[src/logic/fsps_defs.svh]
// Constants for the frame sync and power sequencing block.
// Assumes a 40 MHz hclk and an AHB-Lite master with 32-bit words.
`ifndef FSPS_DEFS_SVH
`define FSPS_DEFS_SVH

// ----------------------------------------------------------------------
// Register addresses
// ----------------------------------------------------------------------
// Control-side registers keep their word index; the bus sees index * 4,
// so every register sits in one aligned word.
`define FSPS_IDX_CONTROL   10'h06a
`define FSPS_IDX_DCCF      10'h076
`define FSPS_IDX_CODEC_EN  10'h06c
`define FSPS_OFF_CONTROL   {`FSPS_IDX_CONTROL, 2'b00}
`define FSPS_OFF_DCCF      {`FSPS_IDX_DCCF, 2'b00}
`define FSPS_OFF_CODEC_EN  {`FSPS_IDX_CODEC_EN, 2'b00}
`define FSPS_OFF_STATUS    12'h100
`define FSPS_OFF_CMD       12'h104
`define FSPS_OFF_CFG_STAGE 12'h108
`define FSPS_OFF_CFG_LIVE  12'h10c
`define FSPS_OFF_MIXSEL    12'h110
`define FSPS_OFF_VOLUME    12'h114

// ----------------------------------------------------------------------
// Field positions and reset values
// ----------------------------------------------------------------------
`define FSPS_CTL_DC2_EN    13
`define FSPS_CTL_DC1_EN    12
`define FSPS_CTL_CODEC_EN  11
`define FSPS_CTL_DSP_EN    10
`define FSPS_CONTROL_RST   16'h3000
`define FSPS_DCCF_PG2      15
`define FSPS_DCCF_PG1      7
`define FSPS_CMD_CLR_SYNC  0
`define FSPS_CMD_COMMIT    1
`define FSPS_ROUTE_SERIAL  2'h0

// ----------------------------------------------------------------------
// Timing
// ----------------------------------------------------------------------
`define FSPS_CLK_HZ        40000000
`define FSPS_INIT_MS       5
`define FSPS_INIT_CYC      ((`FSPS_CLK_HZ / 1000) * `FSPS_INIT_MS)

`endif

[src/logic/fsps_pkg.sv]
// Types for the frame sync and power sequencing block.
// Assumes fsps_defs.svh holds all numeric constants.
package fsps_pkg;
	typedef enum logic [1:0] {
		FSPS_OFF    = 2'b00,
		FSPS_START  = 2'b01,
		FSPS_RUN    = 2'b10,
		FSPS_DOWN   = 2'b11
	} fsps_pwr_t;
endpackage

[src/logic/fsps_top.sv]
// Frame ready flag, converter power-good and start-up sequencing.
// Assumes one AHB-Lite master, decoder frame pulses on hclk, and
// converter threshold comparators arriving asynchronously on pins.
//
// The AHB-Lite slave port and the placing of the registers were chosen for this implementation.
`timescale 1ns/1ps
`default_nettype none
`include "fsps_defs.svh"

// How it works
// Frame ready rises after header decode.
// Clear command drops frame ready at once.
// Next frame decode start drops frame ready.
// Status invalid from decode start until ready.
// Controller reads status before next decode.
// Frame periods follow sampling rate and layer.
// Coded frames without fixed period vary spacing.
// Standby while converter start input low.
// Start input held until power good rises.
// Power good needs both sense flags set.
// Power good falls only when both cleared.
// Controller resets device before commands.
// Raise one converter voltage at a time; converter_enable raises both converters together.
// Check power-good flags before enabling blocks.
// Processor data usable 5 ms after enable.
// Controller writes crystal frequency after enable.
// Routing cells, serial bitstream input default.
// Clock output set by its config cell.
// Config writes apply together on commit.
// Volume applied to processor output.
// Codec converters off until switched on.
// Output converters source by mix select.
// Clearing converter enables powers down system.
// Words are 16 bits, high byte first.
// Control register handles reset and tasks.
module fsps_top (
	input  wire logic        hclk,
	input  wire logic        hresetn,
	input  wire logic        hsel,
	input  wire logic [31:0] haddr,
	input  wire logic [1:0]  htrans,
	input  wire logic        hwrite,
	input  wire logic [2:0]  hsize,
	input  wire logic [31:0] hwdata,
	input  wire logic        hready,
	output logic      [31:0] hrdata,
	output logic             hreadyout,
	output logic             hresp,
	input  wire logic        header_done,
	input  wire logic        decode_start,
	input  wire logic        converter_start_input,
	input  wire logic [1:0]  converter_sense_input,
	output logic             frame_ready,
	output logic             status_valid,
	output logic             power_good_output,
	output logic [1:0]       converter_enable,
	output logic             dsp_enable,
	output logic             dsp_ready,
	output logic             codec_enable,
	output logic [1:0]       codec_conv_on,
	output logic [1:0]       output_source,
	output logic [15:0]      volume,
	output logic [1:0]       input_route,
	output logic [15:0]      output_route,
	output logic [15:0]      clock_output_pin_cfg
);
	// ------------------------------------------------------------------
	// Pin synchronisers
	// ------------------------------------------------------------------
	logic [2:0] sync1_q;
	logic [2:0] sync2_q;

	always_ff @(posedge hclk or negedge hresetn) begin
		if (!hresetn) begin
			sync1_q <= 3'h0;
			sync2_q <= 3'h0;
		end else begin
			sync1_q <= {converter_start_input, converter_sense_input};
			sync2_q <= sync1_q;
		end
	end

	wire logic       start_s = sync2_q[2];
	wire logic [1:0] sense_s = sync2_q[1:0];

	// ------------------------------------------------------------------
	// Bus address phase capture
	// ------------------------------------------------------------------
	logic        wr_q;
	logic        rd_q;
	logic [11:0] addr_q;

	always_ff @(posedge hclk or negedge hresetn) begin
		if (!hresetn) begin
			wr_q   <= 1'b0;
			rd_q   <= 1'b0;
			addr_q <= 12'h000;
		end else begin
			wr_q   <= hsel && hready && htrans[1] && hwrite;
			rd_q   <= hsel && hready && htrans[1] && !hwrite;
			addr_q <= haddr[11:0];
		end
	end

	function automatic logic hit(input logic [11:0] off);
		hit = wr_q && (addr_q == off);
	endfunction

	// ------------------------------------------------------------------
	// Control and configuration registers
	// ------------------------------------------------------------------
	logic [15:0] control_q;
	logic [15:0] stage_q;
	logic [15:0] live_q;
	logic [15:0] mix_q;
	logic [15:0] vol_q;
	logic [15:0] codec_q;
	logic        cmd_clr;
	logic        cmd_commit;

	assign cmd_clr    = hit(`FSPS_OFF_CMD) && hwdata[`FSPS_CMD_CLR_SYNC];
	assign cmd_commit = hit(`FSPS_OFF_CMD) && hwdata[`FSPS_CMD_COMMIT];

	// Control word: converter, codec and processor enables.
	always_ff @(posedge hclk or negedge hresetn) begin
		if (!hresetn) begin
			control_q <= `FSPS_CONTROL_RST;
		end else if (hit(`FSPS_OFF_CONTROL)) begin
			control_q <= hwdata[15:0];
		end
	end

	// Staged routing/clock config; only a commit makes it live.
	always_ff @(posedge hclk or negedge hresetn) begin
		if (!hresetn) begin
			stage_q <= 16'h0000;
			live_q  <= 16'h0000;
		end else begin
			if (hit(`FSPS_OFF_CFG_STAGE)) begin
				stage_q <= hwdata[15:0];
			end
			if (cmd_commit) begin
				live_q <= stage_q;
			end
		end
	end

	always_ff @(posedge hclk or negedge hresetn) begin
		if (!hresetn) begin
			mix_q   <= 16'h0000;
			vol_q   <= 16'h0000;
			codec_q <= 16'h0000;
		end else begin
			if (hit(`FSPS_OFF_MIXSEL)) begin
				mix_q <= hwdata[15:0];
			end
			if (hit(`FSPS_OFF_VOLUME)) begin
				vol_q <= hwdata[15:0];
			end
			if (hit(`FSPS_OFF_CODEC_EN)) begin
				codec_q <= hwdata[15:0];
			end
		end
	end

	// ------------------------------------------------------------------
	// Frame ready flag
	// ------------------------------------------------------------------
	logic fr_q;
	logic valid_q;

	// Header completion beats both clear sources so no frame is lost.
	always_ff @(posedge hclk or negedge hresetn) begin
		if (!hresetn) begin
			fr_q    <= 1'b0;
			valid_q <= 1'b0;
		end else begin
			if (header_done) begin
				fr_q    <= 1'b1;
				valid_q <= 1'b1;
			end else if (decode_start) begin
				fr_q    <= 1'b0;
				valid_q <= 1'b0;
			end else if (cmd_clr) begin
				fr_q <= 1'b0;
			end
		end
	end

	// ------------------------------------------------------------------
	// Power-good and converter sequencing
	// ------------------------------------------------------------------
	logic                pg_q;
	fsps_pkg::fsps_pwr_t pwr_q;

	always_ff @(posedge hclk or negedge hresetn) begin
		if (!hresetn) begin
			pg_q <= 1'b0;
		end else if (sense_s == 2'b11) begin
			pg_q <= 1'b1;
		end else if (sense_s == 2'b00) begin
			pg_q <= 1'b0;
		end
	end

	always_ff @(posedge hclk or negedge hresetn) begin
		if (!hresetn) begin
			pwr_q <= fsps_pkg::FSPS_OFF;
		end else begin
			unique case (pwr_q)
			fsps_pkg::FSPS_OFF: begin
				if (start_s) begin
					pwr_q <= fsps_pkg::FSPS_START;
				end
			end
			fsps_pkg::FSPS_START: begin
				if (pg_q) begin
					pwr_q <= fsps_pkg::FSPS_RUN;
				end
			end
			fsps_pkg::FSPS_RUN: begin
				if (control_q[`FSPS_CTL_DC2_EN:`FSPS_CTL_DC1_EN] == 2'b00) begin
					pwr_q <= fsps_pkg::FSPS_DOWN;
				end
			end
			fsps_pkg::FSPS_DOWN: begin
				if (!start_s) begin
					pwr_q <= fsps_pkg::FSPS_OFF;
				end
			end
			endcase
		end
	end

	// ------------------------------------------------------------------
	// Processor initialisation timer
	// ------------------------------------------------------------------
	logic [17:0] init_q;
	logic        ready_q;

	always_ff @(posedge hclk or negedge hresetn) begin
		if (!hresetn) begin
			init_q  <= 18'h00000;
			ready_q <= 1'b0;
		// Counting only while powered keeps dsp_ready behind dsp_enable.
		end else if (!control_q[`FSPS_CTL_DSP_EN]
			|| (pwr_q == fsps_pkg::FSPS_OFF)
			|| (pwr_q == fsps_pkg::FSPS_DOWN)) begin
			init_q  <= 18'h00000;
			ready_q <= 1'b0;
		end else if (init_q == 18'(`FSPS_INIT_CYC - 1)) begin
			ready_q <= 1'b1;
		end else begin
			init_q <= init_q + 18'h00001;
		end
	end

	// ------------------------------------------------------------------
	// Outputs and read data
	// ------------------------------------------------------------------
	logic [31:0] rdata_d;
	logic        on;

	assign on = (pwr_q == fsps_pkg::FSPS_START)
		|| (pwr_q == fsps_pkg::FSPS_RUN);

	always_comb begin
		rdata_d = 32'h00000000;
		unique case (haddr[11:0])
		`FSPS_OFF_CONTROL:   rdata_d = {16'h0000, control_q};
		`FSPS_OFF_DCCF:      rdata_d = {16'h0000, sense_s[1], 7'h00,
			sense_s[0], 7'h00};
		`FSPS_OFF_CODEC_EN:  rdata_d = {16'h0000, codec_q};
		`FSPS_OFF_STATUS:    rdata_d = {26'h0000000, pwr_q, ready_q,
			pg_q, valid_q, fr_q};
		`FSPS_OFF_CFG_STAGE: rdata_d = {16'h0000, stage_q};
		`FSPS_OFF_CFG_LIVE:  rdata_d = {16'h0000, live_q};
		`FSPS_OFF_MIXSEL:    rdata_d = {16'h0000, mix_q};
		`FSPS_OFF_VOLUME:    rdata_d = {16'h0000, vol_q};
		default:             rdata_d = 32'h00000000;
		endcase
	end

	always_ff @(posedge hclk or negedge hresetn) begin
		if (!hresetn) begin
			hrdata               <= 32'h00000000;
			hreadyout            <= 1'b1;
			hresp                <= 1'b0;
			frame_ready          <= 1'b0;
			status_valid         <= 1'b0;
			power_good_output    <= 1'b0;
			converter_enable     <= 2'b00;
			dsp_enable           <= 1'b0;
			dsp_ready            <= 1'b0;
			codec_enable         <= 1'b0;
			codec_conv_on        <= 2'b00;
			output_source        <= 2'b00;
			volume               <= 16'h0000;
			input_route          <= `FSPS_ROUTE_SERIAL;
			output_route         <= 16'h0000;
			clock_output_pin_cfg <= 16'h0000;
		end else begin
			if (hsel && hready && htrans[1] && !hwrite) begin
				hrdata <= rdata_d;
			end
			hreadyout            <= 1'b1;
			hresp                <= 1'b0;
			frame_ready          <= fr_q;
			status_valid         <= valid_q;
			power_good_output    <= pg_q;
			converter_enable     <= on ? 2'b11 : 2'b00;
			dsp_enable           <= control_q[`FSPS_CTL_DSP_EN] && on;
			dsp_ready            <= ready_q;
			codec_enable         <= control_q[`FSPS_CTL_CODEC_EN] && on;
			codec_conv_on        <= codec_q[1:0];
			output_source        <= mix_q[1:0];
			volume               <= vol_q;
			input_route          <= live_q[1:0];
			output_route         <= {14'h0000, live_q[3:2]};
			clock_output_pin_cfg <= {8'h00, live_q[15:8]};
		end
	end
endmodule
`default_nettype wire

[config.mk]
export PLATFORM = sky130hd
export DESIGN_NAME = fsps_top
export DESIGN_NICKNAME = d
export VERILOG_FILES = /design/src/logic/fsps_pkg.sv /design/src/logic/fsps_top.sv
export VERILOG_INCLUDE_DIRS = /design/src /design/src/logic
export SDC_FILE = /design/constraint.sdc
export NUM_CORES = 1
export LEC_CHECK = 0
export ABC_CLOCK_PERIOD_IN_PS = 2600
export BUFFER_PORTS_ARGS = -buffer_cell sky130_fd_sc_hd__buf_2
export CAP_MARGIN = 30
export CORE_ASPECT_RATIO = 0.8
export CORE_MARGIN = 4
export CORE_UTILIZATION = 55
export CTS_CLUSTER_SIZE = 30
export DETAILED_ROUTE_END_ITERATION = 7
export GPL_ROUTABILITY_DRIVEN = 0
export GPL_TIMING_DRIVEN = 0
export PLACE_DENSITY_LB_ADDON = 0.25
export SYNTH_ARGS = -nofsm -noshare
export SYNTH_HDL_FRONTEND = slang
export SYNTH_SLANG_ARGS = --single-unit
[constraint.sdc]
create_clock -name hclk -period 2.6 [get_ports hclk]
set_clock_uncertainty 0.1 [all_clocks]
set_input_delay 0.52 -clock hclk [delete_from_list [all_inputs] [get_ports hclk]]
set_output_delay 0.52 -clock hclk [all_outputs]
set_load 0.1 [all_outputs]
==> reports/metrics.yaml, run 1 <==
rows: 40
finalNetCount: 914
async_flop_share: 1.00
synthTopCellsByArea: "dfrtp_1 56%, mux2_2 12%, buf_4 3.6%"
hp-start: "converter_sense_input[1]"
die_area_sq_mm: 0.0176
synth_edf_count: 0
grt_usage: 0.251
endpoint_kind: "flip-flop"
ys_seq_area_frac: 0.569
ys_seq_elements: 194
worst-setup-path-type: "flip-flop to flip-flop"
peakVddDrop_mv: 1.00
layout_commonest_cell: "dfrtp_1"
core_sq_mm: 0.0151
critPathArrivalTime_ns: 2.68
avgSynthCellArea_sq_um: 12.7
wire_per_inst_um: 20.4
max-slew-margin-rel: 0.330
outcome: "finished, final reports clean"
hold_violations: 0
cp_cell_sequence: "or4_4, nor4_4, nand3b_4, buf_2, mux2_1"
crit_slowest_cell: "or4_4"
hold_depth: 1
drc_errors: 0
dp_hpwl_um: 15100
tightest_slew_ns: 1.00
via_per_inst: 5.83
synth_xor_area_frac: 0.00718
max_freq_ghz: 0.405
die_height_um: 119
r2r_setup_slack_ns: 0.13
synth_compound_area_frac: 0.101
setup_viol_count_final: 0
crit_buf_inv: 1
worst_hold_path_type: "primary input to flip-flop"
final_cell_mix: "192 x dfrtp_1, 100 x buf_2, 90 x mux2_2"
syn-cell-area_sq_mm: 0.00854
dr.pass1.iters: 5
synth_top_area_share: 0.563
die_x_um: 147
synth-adder-area-share: 0.00879
cts_made_buffers: 17
first_global_vias: 6333
vias: 6138
synth_area_leader_cell: "dfrtp_1"
cts_buffer_depth: 2
netlist_instances: 672
dpl_worst_slack_ns: -0.403
yosys-mux-area-fraction: 0.148
reg2regPathDepth: 5
numClockSinks: 194
critPathRequiredTime_ns: 2.82
holdWs_ns: 0.0841
timing.critical_path.max_delay_family: "simple AND/OR/NAND/NOR gates"
period_needed_ns: 2.47
port_buffers: 94
dpl_cell_area_sq_mm: 0.00948
fin_ws_ns: 0.133
holdPathEnd: "sync1_q[1]"
r2r-start: "addr_q[1]"
synth_simple_gate_area_frac: 0.106
cts_tree: "yes"
finalMaxSlewViolations: 0
synth_top_family_by_area: "multiplexers"
syn2layout_area_growth_pct: 18.4
drv_cap: 0
htreeDepth: 4
yosysWarnings: 0
ios: 175
overflow: 0
start_util: 0.565
period_share: 0.949
reg2reg_to: "live_q[4]"
ant_nets: 0
synth.distinct_cells: 73
ys.flop_type: "dfrtp_1"
drtIter0Drc: 558
critPathMaxFanout: 10
p_per_area_mw_per_mm2: 752
clockRootBuffer: "clkbuf_16"
start_kind: "flip-flop"
p_leak_nw: 4.61
clk_latency_ns: 0.43
grt_first_pass_wirelength_um: 34200
rsz0062_at_grt: "false"
cts.clk_slew.worst_paths_ns: 0.07
stdcell_area_sq_mm: 0.0101
grt_max_degree: 130
cp_slowest_stage_delay_ns: 0.58
tns_ns: 0
antenna_found_initial: 1
totalWireLength_um: 21400
drive_gt1_frac: 0.359
## metrics by stage
step	utilization	instances	total power [W]
after CTS	0.666	1050	0.00764
after detailed placement	0.627	1017	0.00506
after floorplan	-	710	0.00469
final	0.669	1053	0.00761
after global placement	0.623	1014	0.00500
after global routing	0.669	1053	0.00788
## registers in the layout, summed over array words and instances, names as in the netlist, 2 cells and up
signal,cells
mix_q,16
addr_q,12
stage_q,16
init_q,18
codec_q,16
output_source,2
codec_conv_on,2
sync2_q,3
input_route,2
clock_output_pin_cfg,8
hrdata,16
volume,16
control_q,16
live_q,16
pwr_q,2
vol_q,16
sync1_q,3
output_route,2
## cells by family after synthesis
family                     after synthesis
DFF                                    194
and+or+nand+nor                        144
AOI/OAI and AO/OA                      117
muxes                                  114
buffers and inverters                   88
xor gates and xnor gates                 7
adders and majority gates                6
other                                    2
## worst register-to-register path: cells and delay by family, from the launching register on
| kind | cells | cell delay, ns |
|---|---|---|
| and+or+nand+nor | 3 | 1.20 |
| muxes | 1 | 0.37 |
| DFF | 1 | 0.36 |
| buffers and inverters | 1 | 0.32 |
## worst max path at each step
stage               startpoint  depth (start not counted)         end
floorplan             haddr[9]                          5   hrdata[2]
global route         addr_q[1]                          5   live_q[4]
CTS                   haddr[3]                          7   hrdata[5]
finish               addr_q[1]                          5   live_q[4]
global placement       hresetn                          1  volume[11]
detailed placement    haddr[3]                          7   hrdata[5]
## synthesized netlist by cell type (3+ instances only)
cell / instances
buf_4: 41
mux2_1: 10
o22ai_1: 3
a221oi_1: 3
and2_1: 3
nand3_1: 14
clkbuf_1: 23
or3_1: 3
mux2i_1: 14
or4_4: 3
nor2_1: 31
a32oi_1: 10
xnor2_1: 6
a2111oi_0: 4
o41ai_1: 6
mux2_2: 90
o22a_1: 4
dfrtp_1: 192
a21oi_1: 20
a31oi_1: 8
ha_1: 6
a31o_2: 3
or3b_2: 8
nor4_4: 3
nand2_1: 21
o21ai_0: 12
nor3_1: 12
a22o_1: 9
or4b_1: 3
nor4_1: 8
nor3b_1: 4
buf_2: 7
inv_1: 13
a22oi_1: 14
and3_1: 5
nor4b_1: 3
o221ai_1: 4
## cell type report
cell class	count	area [sq um]
clock inverters	14	144
flip-flops and latches	194	4860
plain buffers	75	459
multi-input cells	428	3350
repair buffers	100	548
diodes	1	2.50
well taps	210	263
clock buffers	18	439
fillers	1153	5010
inverters	13	48.8
## report_power, final
| part | total [W] | internal, W | switching (W) |
|---|---|---|---|
| clock network | 0.00258 | 0.00138 | 0.00121 |
| logic | 0.00167 | 0.000366 | 0.00130 |
| registers | 0.00335 | 0.00321 | 0.000146 |
## repair_timing
item | in CTS | in global routing
gates resized for setup | 0 | 3
setup endpoints to repair | 0 | 16
hold buffers | 1 | 0
buffers inserted | 0 | 2
hold endpoints to repair | 65 | 0
## metal layers
metal,part of all wire,global-route usage
met5,0,0
met4,0.023,0.0978
met3,0.087,0.0749
met2,0.47,0.382
met1,0.42,0.343
(Power assumes the default switching activity.)
==> run 2, diff against run 1 <==
--- a/config.mk
+++ b/config.mk
@@ -6,13 +6,15 @@
 export SDC_FILE = /design/constraint.sdc
 export NUM_CORES = 1
 export LEC_CHECK = 0
+export ABC_AREA = 1
 export ABC_CLOCK_PERIOD_IN_PS = 2600
 export BUFFER_PORTS_ARGS = -buffer_cell sky130_fd_sc_hd__buf_2
 export CAP_MARGIN = 30
 export CORE_ASPECT_RATIO = 0.8
 export CORE_MARGIN = 4
 export CORE_UTILIZATION = 55
-export CTS_CLUSTER_SIZE = 30
+export CTS_CLUSTER_DIAMETER = 80
+export CTS_CLUSTER_SIZE = 25
 export DETAILED_ROUTE_END_ITERATION = 7
 export GPL_ROUTABILITY_DRIVEN = 0
 export GPL_TIMING_DRIVEN = 0
==> reports/metrics.yaml, run 2 <==
via_per_inst: 5.10  # was 5.83
reg2reg_to: "init_q[6]"  # was live_q[4]
netSwitchingFraction: 0.297  # was 0.349
totalWireLength_um: 21300  # was 21400 um
pwr-share-clk: 0.397  # was 0.340
drv_cap: 0  # unchanged
layout_commonest_cell: "nand2_1"  # was dfrtp_1
route.met3.wl_um: 1820  # was 1860 um
die_x_um: 148  # was 147 um
r2r_setup_slack_ns: 0.65  # was 0.13 ns
grt_usage: 0.251  # about the same
clk_latency_ns: 0.44  # was 0.43 ns
crit_buf_inv: 2  # was 1
wire_per_inst_um: 15.4  # was 20.4 um
r2r-start: "pwr_q[0]"  # was addr_q[1]
switchingPower_w: 0.00214  # was 0.00266 W
largest_register_ffs: 18  # unchanged
yosys-top-cells-count: "259 x nand2_1, 192 x dfrtp_1, 119 x inv_1"  # was 192 x dfrtp_1, 90 x mux2_2, 41 x buf_4
finalNetCount: 1244  # was 914
antenna_found_initial: 2  # was 1
cts_made_buffers: 17  # unchanged
dpl_worst_slack_ns: 0.531  # was -0.403 ns
stdcell_area_sq_mm: 0.0102  # was 0.0101 sq mm
die_area_sq_mm: 0.0178  # was 0.0176 sq mm
hold_depth: 1  # unchanged
worst-setup-path-type: "flip-flop to flip-flop"  # unchanged
period_needed_ns: 1.95  # was 2.47 ns
cp_slowest_stage_delay_ns: 0.45  # was 0.58 ns
drtIter0Drc: 617  # was 558
grt_first_pass_wirelength_um: 35000  # was 34200 um
holdPathEnd: "sync1_q[1]"  # unchanged
ant_nets: 0  # unchanged
first_global_vias: 6751  # was 6333
syn2layout_area_growth_pct: 18.2  # was 18.4%
avgSynthCellArea_sq_um: 8.59  # was 12.7 sq um
syn-cell-area_sq_mm: 0.00864  # was 0.00854 sq mm
timing.critical_path.max_delay_family: "flip-flops"  # was simple AND/OR/NAND/NOR gates
reg2regPathDepth: 6  # was 5
outcome: "finished, final reports clean"  # unchanged
endpoint_kind: "flip-flop"  # unchanged
critPathMaxFanout: 10  # unchanged
dr.pass1.iters: 5  # unchanged
synth_area_leader_cell: "dfrtp_1"  # unchanged
cts.clk_slew.worst_paths_ns: 0.07  # about the same
p_leak_nw: 5.60  # was 4.61 nW
cts_buffer_depth: 2  # unchanged
dp_hpwl_um: 15300  # was 15100 um
core_sq_mm: 0.0152  # was 0.0151 sq mm
final_cell_mix: "259 x nand2_1, 192 x dfrtp_1, 119 x inv_1"  # was 192 x dfrtp_1, 100 x buf_2, 90 x mux2_2
port_buffers: 94  # unchanged
numClockSinks: 194  # unchanged
period_share: 0.749  # was 0.949
ys_seq_elements: 194  # unchanged
synth_top_area_share: 0.556  # was 0.563
fin_util: 0.671  # was 0.669
drive_gt1_frac: 0.184  # was 0.359
worst_hold_path_type: "primary input to flip-flop"  # unchanged
comb_power_share: 0.161  # was 0.219
critPathArrivalTime_ns: 2.21  # was 2.68 ns
grt_max_degree: 119  # was 130
synthTopCellsByArea: "dfrtp_1 56%, nand2_1 11%, nand3_1 6.7%"  # was dfrtp_1 56%, mux2_2 12%, buf_4 3.6%
post-synth-top-count-cell: "nand2_1"  # was dfrtp_1
yosysWarnings: 0  # unchanged
critPathRequiredTime_ns: 2.86  # was 2.82 ns
hp-start: "converter_sense_input[1]"  # unchanged
start_kind: "flip-flop"  # unchanged
max_freq_ghz: 0.514  # was 0.405 GHz
ys.flop_type: "dfrtp_1"  # unchanged
htreeDepth: 4  # unchanged
p_seq_frac: 0.442  # was 0.441
clockRootBuffer: "clkbuf_16"  # unchanged
overflow: 0  # unchanged
p_per_area_mw_per_mm2: 706  # was 752 mW/mm^2
max-slew-margin-rel: 0.594  # was 0.330
regMostFlops: "init_q"  # unchanged
synth.distinct_cells: 28  # was 73
async_flop_share: 1.00  # unchanged
synth_edf_count: 0  # unchanged
finalMaxSlewViolations: 0  # unchanged
ios: 175  # unchanged
cts_tree: "yes"  # unchanged
drc_errors: 0  # unchanged
hold_violations: 0  # unchanged
peakVddDrop_mv: 1.10  # was 1.00 mV
vias: 7058  # was 6138
tightest_slew_ns: 0.608  # was 1.00 ns
fin_ws_ns: 0.653  # was 0.133 ns
m1WireLength_um: 9590  # was 9100 um
rsz0062_at_grt: "false"  # unchanged
crit_slowest_cell: "dfrtp_1"  # was or4_4
ys_seq_area_frac: 0.562  # was 0.569
die_height_um: 120  # was 119 um
maxUsedRoutingLayer: "met4"  # unchanged
cp_cell_sequence: "inv_1, ha_1, nor3_2, buf_2, o21ai_0, a21oi_1"  # was or4_4, nor4_4, nand3b_4, buf_2, mux2_1
rows: 40  # unchanged
dpl_cell_area_sq_mm: 0.00956  # was 0.00948 sq mm
start_util: 0.568  # was 0.565
netlist_instances: 1006  # was 672
dr_wl_met2_um: 9390  # was 9980 um
internal-power_w: 0.00507  # was 0.00495 W
setup_viol_count_final: 0  # unchanged
-- run 2: cell count changes after synthesis, sizes merged, moves of 14 or more --
cell / change
a22oi: -14
buf: +18
clkbuf: -15
inv: +108
mux2: -100
mux2i: -14
nand2: +239
nand3: +101
nor2: +47
o21ai: +97
-- run 2: worst max-delay path by stage --
stage	startpoint	endpoint	slack, ns	cells after the start
3_5_place_dp	haddr[1]	hrdata[2]	0.53	10
5_1_grt	pwr_q[1]	init_q[10]	0.49	6
4_1_cts	pwr_q[0]	init_q[6]	0.66	6
2_1_floorplan	converter_enable[0]	converter_enable[1]	0.66	1
6_report	pwr_q[0]	init_q[6]	0.65	6
3_3_place_gp	hresetn	volume[10]	-2.17	1
-- run 2: area by class of cell --
cell class / instances / area (sq um)
fill: 1265 / 5000
sequential: 194 / 4860
multi-input combinational: 651 / 2950
buffer: 78 / 526
timing repair buffer: 96 / 518
inverter: 121 / 454
clock buffer: 20 / 437
tap: 210 / 263
clock inverter: 12 / 203
antenna: 3 / 7.51
-- run 2: per-stage QoR --
step / hold WS (ns) / total power (W) / instances / setup TNS (ns)
5_1_grt: 0.0814 / 0.00748 / 1384 / 0
4_1_cts: 0.0784 / 0.00723 / 1382 / 0
2_1_floorplan: 0.124 / 0.00412 / 1044 / 0
3_5_place_dp: 0.243 / 0.00439 / 1349 / 0
3_3_place_gp: 0.233 / 0.00437 / 1348 / -414.29
6_report: 0.0864 / 0.00721 / 1385 / 0
-- run 2: what timing repair did --
action	4_1_cts	5_1_grt
hold buffers	1	0
hold endpoints to repair	76	0
setup buffers	0	0
resized for setup	0	0
-- run 2: routing by layer --
layer / vias to the layer above / global-route usage
met3: 45 / 0.0615
met2: 298 / 0.368
met1: 3292 / 0.365
met5: - / 0
met4: 0 / 0.0906
li1: 3423 / -
-- run 2: cells by family after synthesis --
kind of cell	Yosys count	share of synthesized area
buf+inv	199	0.113
other cells	2	0.000869
simple gates	477	0.240
compound gates	128	0.0753
flops	194	0.562
fa+ha+maj	6	0.00869
-- run 2: power groups by stage --
stage	Sequential (W)	Combinational (W)	Clock, W
after floorplan	0.00344	0.000686	0
after global placement	0.00324	0.00113	0
after detailed placement	0.00324	0.00115	0
after CTS	0.00319	0.00116	0.00288
after global routing	0.00320	0.00125	0.00303
final	0.00319	0.00116	0.00286
==> run 3, diff against run 2 <==
--- a/config.mk
+++ b/config.mk
@@ -7,12 +7,12 @@
 export NUM_CORES = 1
 export LEC_CHECK = 0
 export ABC_AREA = 1
-export ABC_CLOCK_PERIOD_IN_PS = 2600
+export ABC_CLOCK_PERIOD_IN_PS = 1600
 export BUFFER_PORTS_ARGS = -buffer_cell sky130_fd_sc_hd__buf_2
 export CAP_MARGIN = 30
 export CORE_ASPECT_RATIO = 0.8
 export CORE_MARGIN = 4
-export CORE_UTILIZATION = 55
+export CORE_UTILIZATION = 50
 export CTS_CLUSTER_DIAMETER = 80
 export CTS_CLUSTER_SIZE = 25
 export DETAILED_ROUTE_END_ITERATION = 7
==> constraint.sdc (replaced) <==
create_clock -name hclk -period 1.6 [get_ports hclk]
set_clock_uncertainty 0.1 [all_clocks]
set_input_delay 0.32 -clock hclk [delete_from_list [all_inputs] [get_ports hclk]]
set_output_delay 0.32 -clock hclk [all_outputs]
set_load 0.1 [all_outputs]
==> reports/metrics.yaml, run 3 (synthesis results as in run 2) <==
met3_usage: 0.0625  # was 0.0615
die_x_um: 155  # was 148 um
drtIter0Drc: 813  # was 617
grt_use_met2: 0.372  # was 0.368
wire_per_inst_um: 17.4  # was 15.4 um
drive_gt1_frac: 0.262  # was 0.184
p_leak_nw: 6.03  # was 5.60 nW
layout_commonest_cell: "nand2_1"  # unchanged
rows: 42  # was 40
largest_register_ffs: 18  # unchanged
period_share: 1.06  # was 0.749
grt_max_degree: 108  # was 119
ios: 175  # unchanged
grt_first_pass_wirelength_um: 37300  # was 35000 um
ant_nets: 0  # unchanged
cts_tree: "yes"  # unchanged
fin_ws_ns: -0.0964  # was 0.653 ns
endpoint_kind: "flip-flop"  # unchanged
seqCellArea_sq_mm: 0.00486  # about the same
cp_cell_sequence: "nor4b_4, buf_6, clkbuf_16, nand2_2, o21ai_2"  # was inv_1, ha_1, nor3_2, buf_2, o21ai_0, a21oi_1
critPathMaxFanout: 8  # was 10
start_util: 0.516  # was 0.568
port_buffers: 94  # unchanged
numClockSinks: 194  # unchanged
critPathArrivalTime_ns: 1.96  # was 2.21 ns
drv_cap: 0  # unchanged
dp_hpwl_um: 15800  # was 15300 um
power_w: 0.0123  # was 0.00721 W
critPathRequiredTime_ns: 1.86  # was 2.86 ns
internal-power_w: 0.00861  # was 0.00507 W
rsz0062_at_grt: "true"  # was false
first_global_vias: 7118  # was 6751
core_sq_mm: 0.0168  # was 0.0152 sq mm
peakVddDrop_mv: 1.29  # was 1.10 mV
antenna_cells: 0  # was 3
drc_errors: 0  # unchanged
antenna_found_initial: 1  # was 2
fillCellCount: 1297  # was 1265
failed_checks: "negative setup slack"
max_freq_ghz: 0.589  # was 0.514 GHz
p_per_area_mw_per_mm2: 1090  # was 706 mW/mm^2
stdcell_area_sq_mm: 0.0113  # was 0.0102 sq mm
cts_buffer_depth: 2  # unchanged
busiest_layer: "met2"  # unchanged
htreeDepth: 4  # unchanged
netSwitchingFraction: 0.301  # was 0.297
clk_latency_ns: 0.44  # about the same
worst-setup-path-type: "flip-flop to flip-flop"  # unchanged
vias: 7493  # was 7058
cts_made_buffers: 17  # unchanged
r2r_setup_slack_ns: -0.1  # was 0.65 ns
via_per_inst: 5.22  # was 5.10
regMostFlops: "init_q"  # unchanged
syn2layout_area_growth_pct: 30.9  # was 18.2%
setup_viol_count_final: 60  # was 0
dr.pass1.iters: 5  # unchanged
reg2regPathDepth: 5  # was 6
hold_depth: 3  # was 1
cp_slowest_stage_delay_ns: 0.66  # was 0.45 ns
pwr-share-clk: 0.378  # was 0.397
p_seq_frac: 0.420  # was 0.442
grt_usage: 0.245  # was 0.251
grt_use_met1: 0.346  # was 0.365
totalWireLength_um: 25000  # was 21300 um
die_height_um: 126  # was 120 um
hold_violations: 0  # unchanged
overflow: 0  # unchanged
die_area_sq_mm: 0.0195  # was 0.0178 sq mm
outcome: "finished with violations"  # was finished, final reports clean
holdWs_ns: 0.0300  # was 0.0864 ns
max-slew-margin-rel: 0.600  # was 0.594
worst_hold_path_type: "primary input to flip-flop"  # unchanged
tightest_slew_ns: 0.600  # was 0.608 ns
period_needed_ns: 1.70  # was 1.95 ns
comb_power_share: 0.201  # was 0.161
final_cell_mix: "232 x nand2_1, 191 x dfrtp_1, 120 x buf_4"  # was 259 x nand2_1, 192 x dfrtp_1, 119 x inv_1
finalMaxSlewViolations: 0  # unchanged
dpl_cell_area_sq_mm: 0.00957  # was 0.00956 sq mm
cts.clk_slew.worst_paths_ns: 0.07  # about the same
multiInputGateArea_sq_mm: 0.00326  # was 0.00295 sq mm
crit_slowest_cell: "dfrtp_1"  # unchanged
start_kind: "flip-flop"  # unchanged
finalNetCount: 1288  # was 1244
switchingPower_w: 0.00371  # was 0.00214 W
clockRootBuffer: "clkbuf_16"  # unchanged
==> run 3: power groups by stage <==
stage / Sequential, W / Combinational [W] / Clock, W
after floorplan: 0.00559 / 0.00112 / 0
after global placement: 0.00526 / 0.00184 / 0
after detailed placement: 0.00526 / 0.00186 / 0
after CTS: 0.00517 / 0.00214 / 0.00469
after global routing: 0.00520 / 0.00266 / 0.00492
final: 0.00518 / 0.00248 / 0.00466
==> run 3: per-layer routing <==
layer  vias up  wire, um
li1       3505         -
met1      3572     10400
met2       374     11500
met3        40      2500
met4         2       536
met5         -        12
==> run 3: layout make-up <==
type	instances	share of cell area
clock buffer	21	0.0416
sequential	194	0.429
buffer	77	0.0604
tap	220	0.0243
multi-input combinational	651	0.288
timing repair buffer	141	0.101
clock inverter	11	0.0154
inverter	121	0.0401
==> run 3: critical path: cells and delay by family, from the launching register on <==
family,cells,cell delay (ns)
flip-flops,1,0.66
buffers and inverters,2,0.43
AND/OR/NAND/NOR,2,0.36
AO/OA/AOI/OAI,1,0.06
==> run 3: repair_timing <==
item,in CTS,in global routing
resized for setup,130,105
endpoints found under the setup margin,168,227
hold buffers,17,0
buffers inserted,15,6
hold endpoints to repair,104,0
pin swaps,8,13
gates cloned,2,6
==> run 3: path summary, 6_finish.rpt <==
path,from,endpoint
setup / recovery,wr_q,vol_q[2]
hold / removal,hwdata[8],vol_q[8]
setup reg to reg,wr_q,vol_q[2]
hold reg to reg,sync1_q[0],sync2_q[0]
max in group asynchronous,hresetn,control_q[13]
min in group asynchronous,hresetn,hrdata[1]
==> run 3: per-stage QoR <==
stage | std cells | setup slack (ns) | util | setup TNS [ns]
detailed placement | 1359 | -0.302 | 0.571 | -17.05
global placement | 1358 | -3.39 | 0.569 | -596.52
CTS | 1425 | -0.0137 | 0.651 | -0.0690
global route | 1436 | -0.195 | 0.675 | -9.86
floorplan | 1044 | 0.0554 | - | 0
finish | 1436 | -0.0964 | 0.675 | -2.75
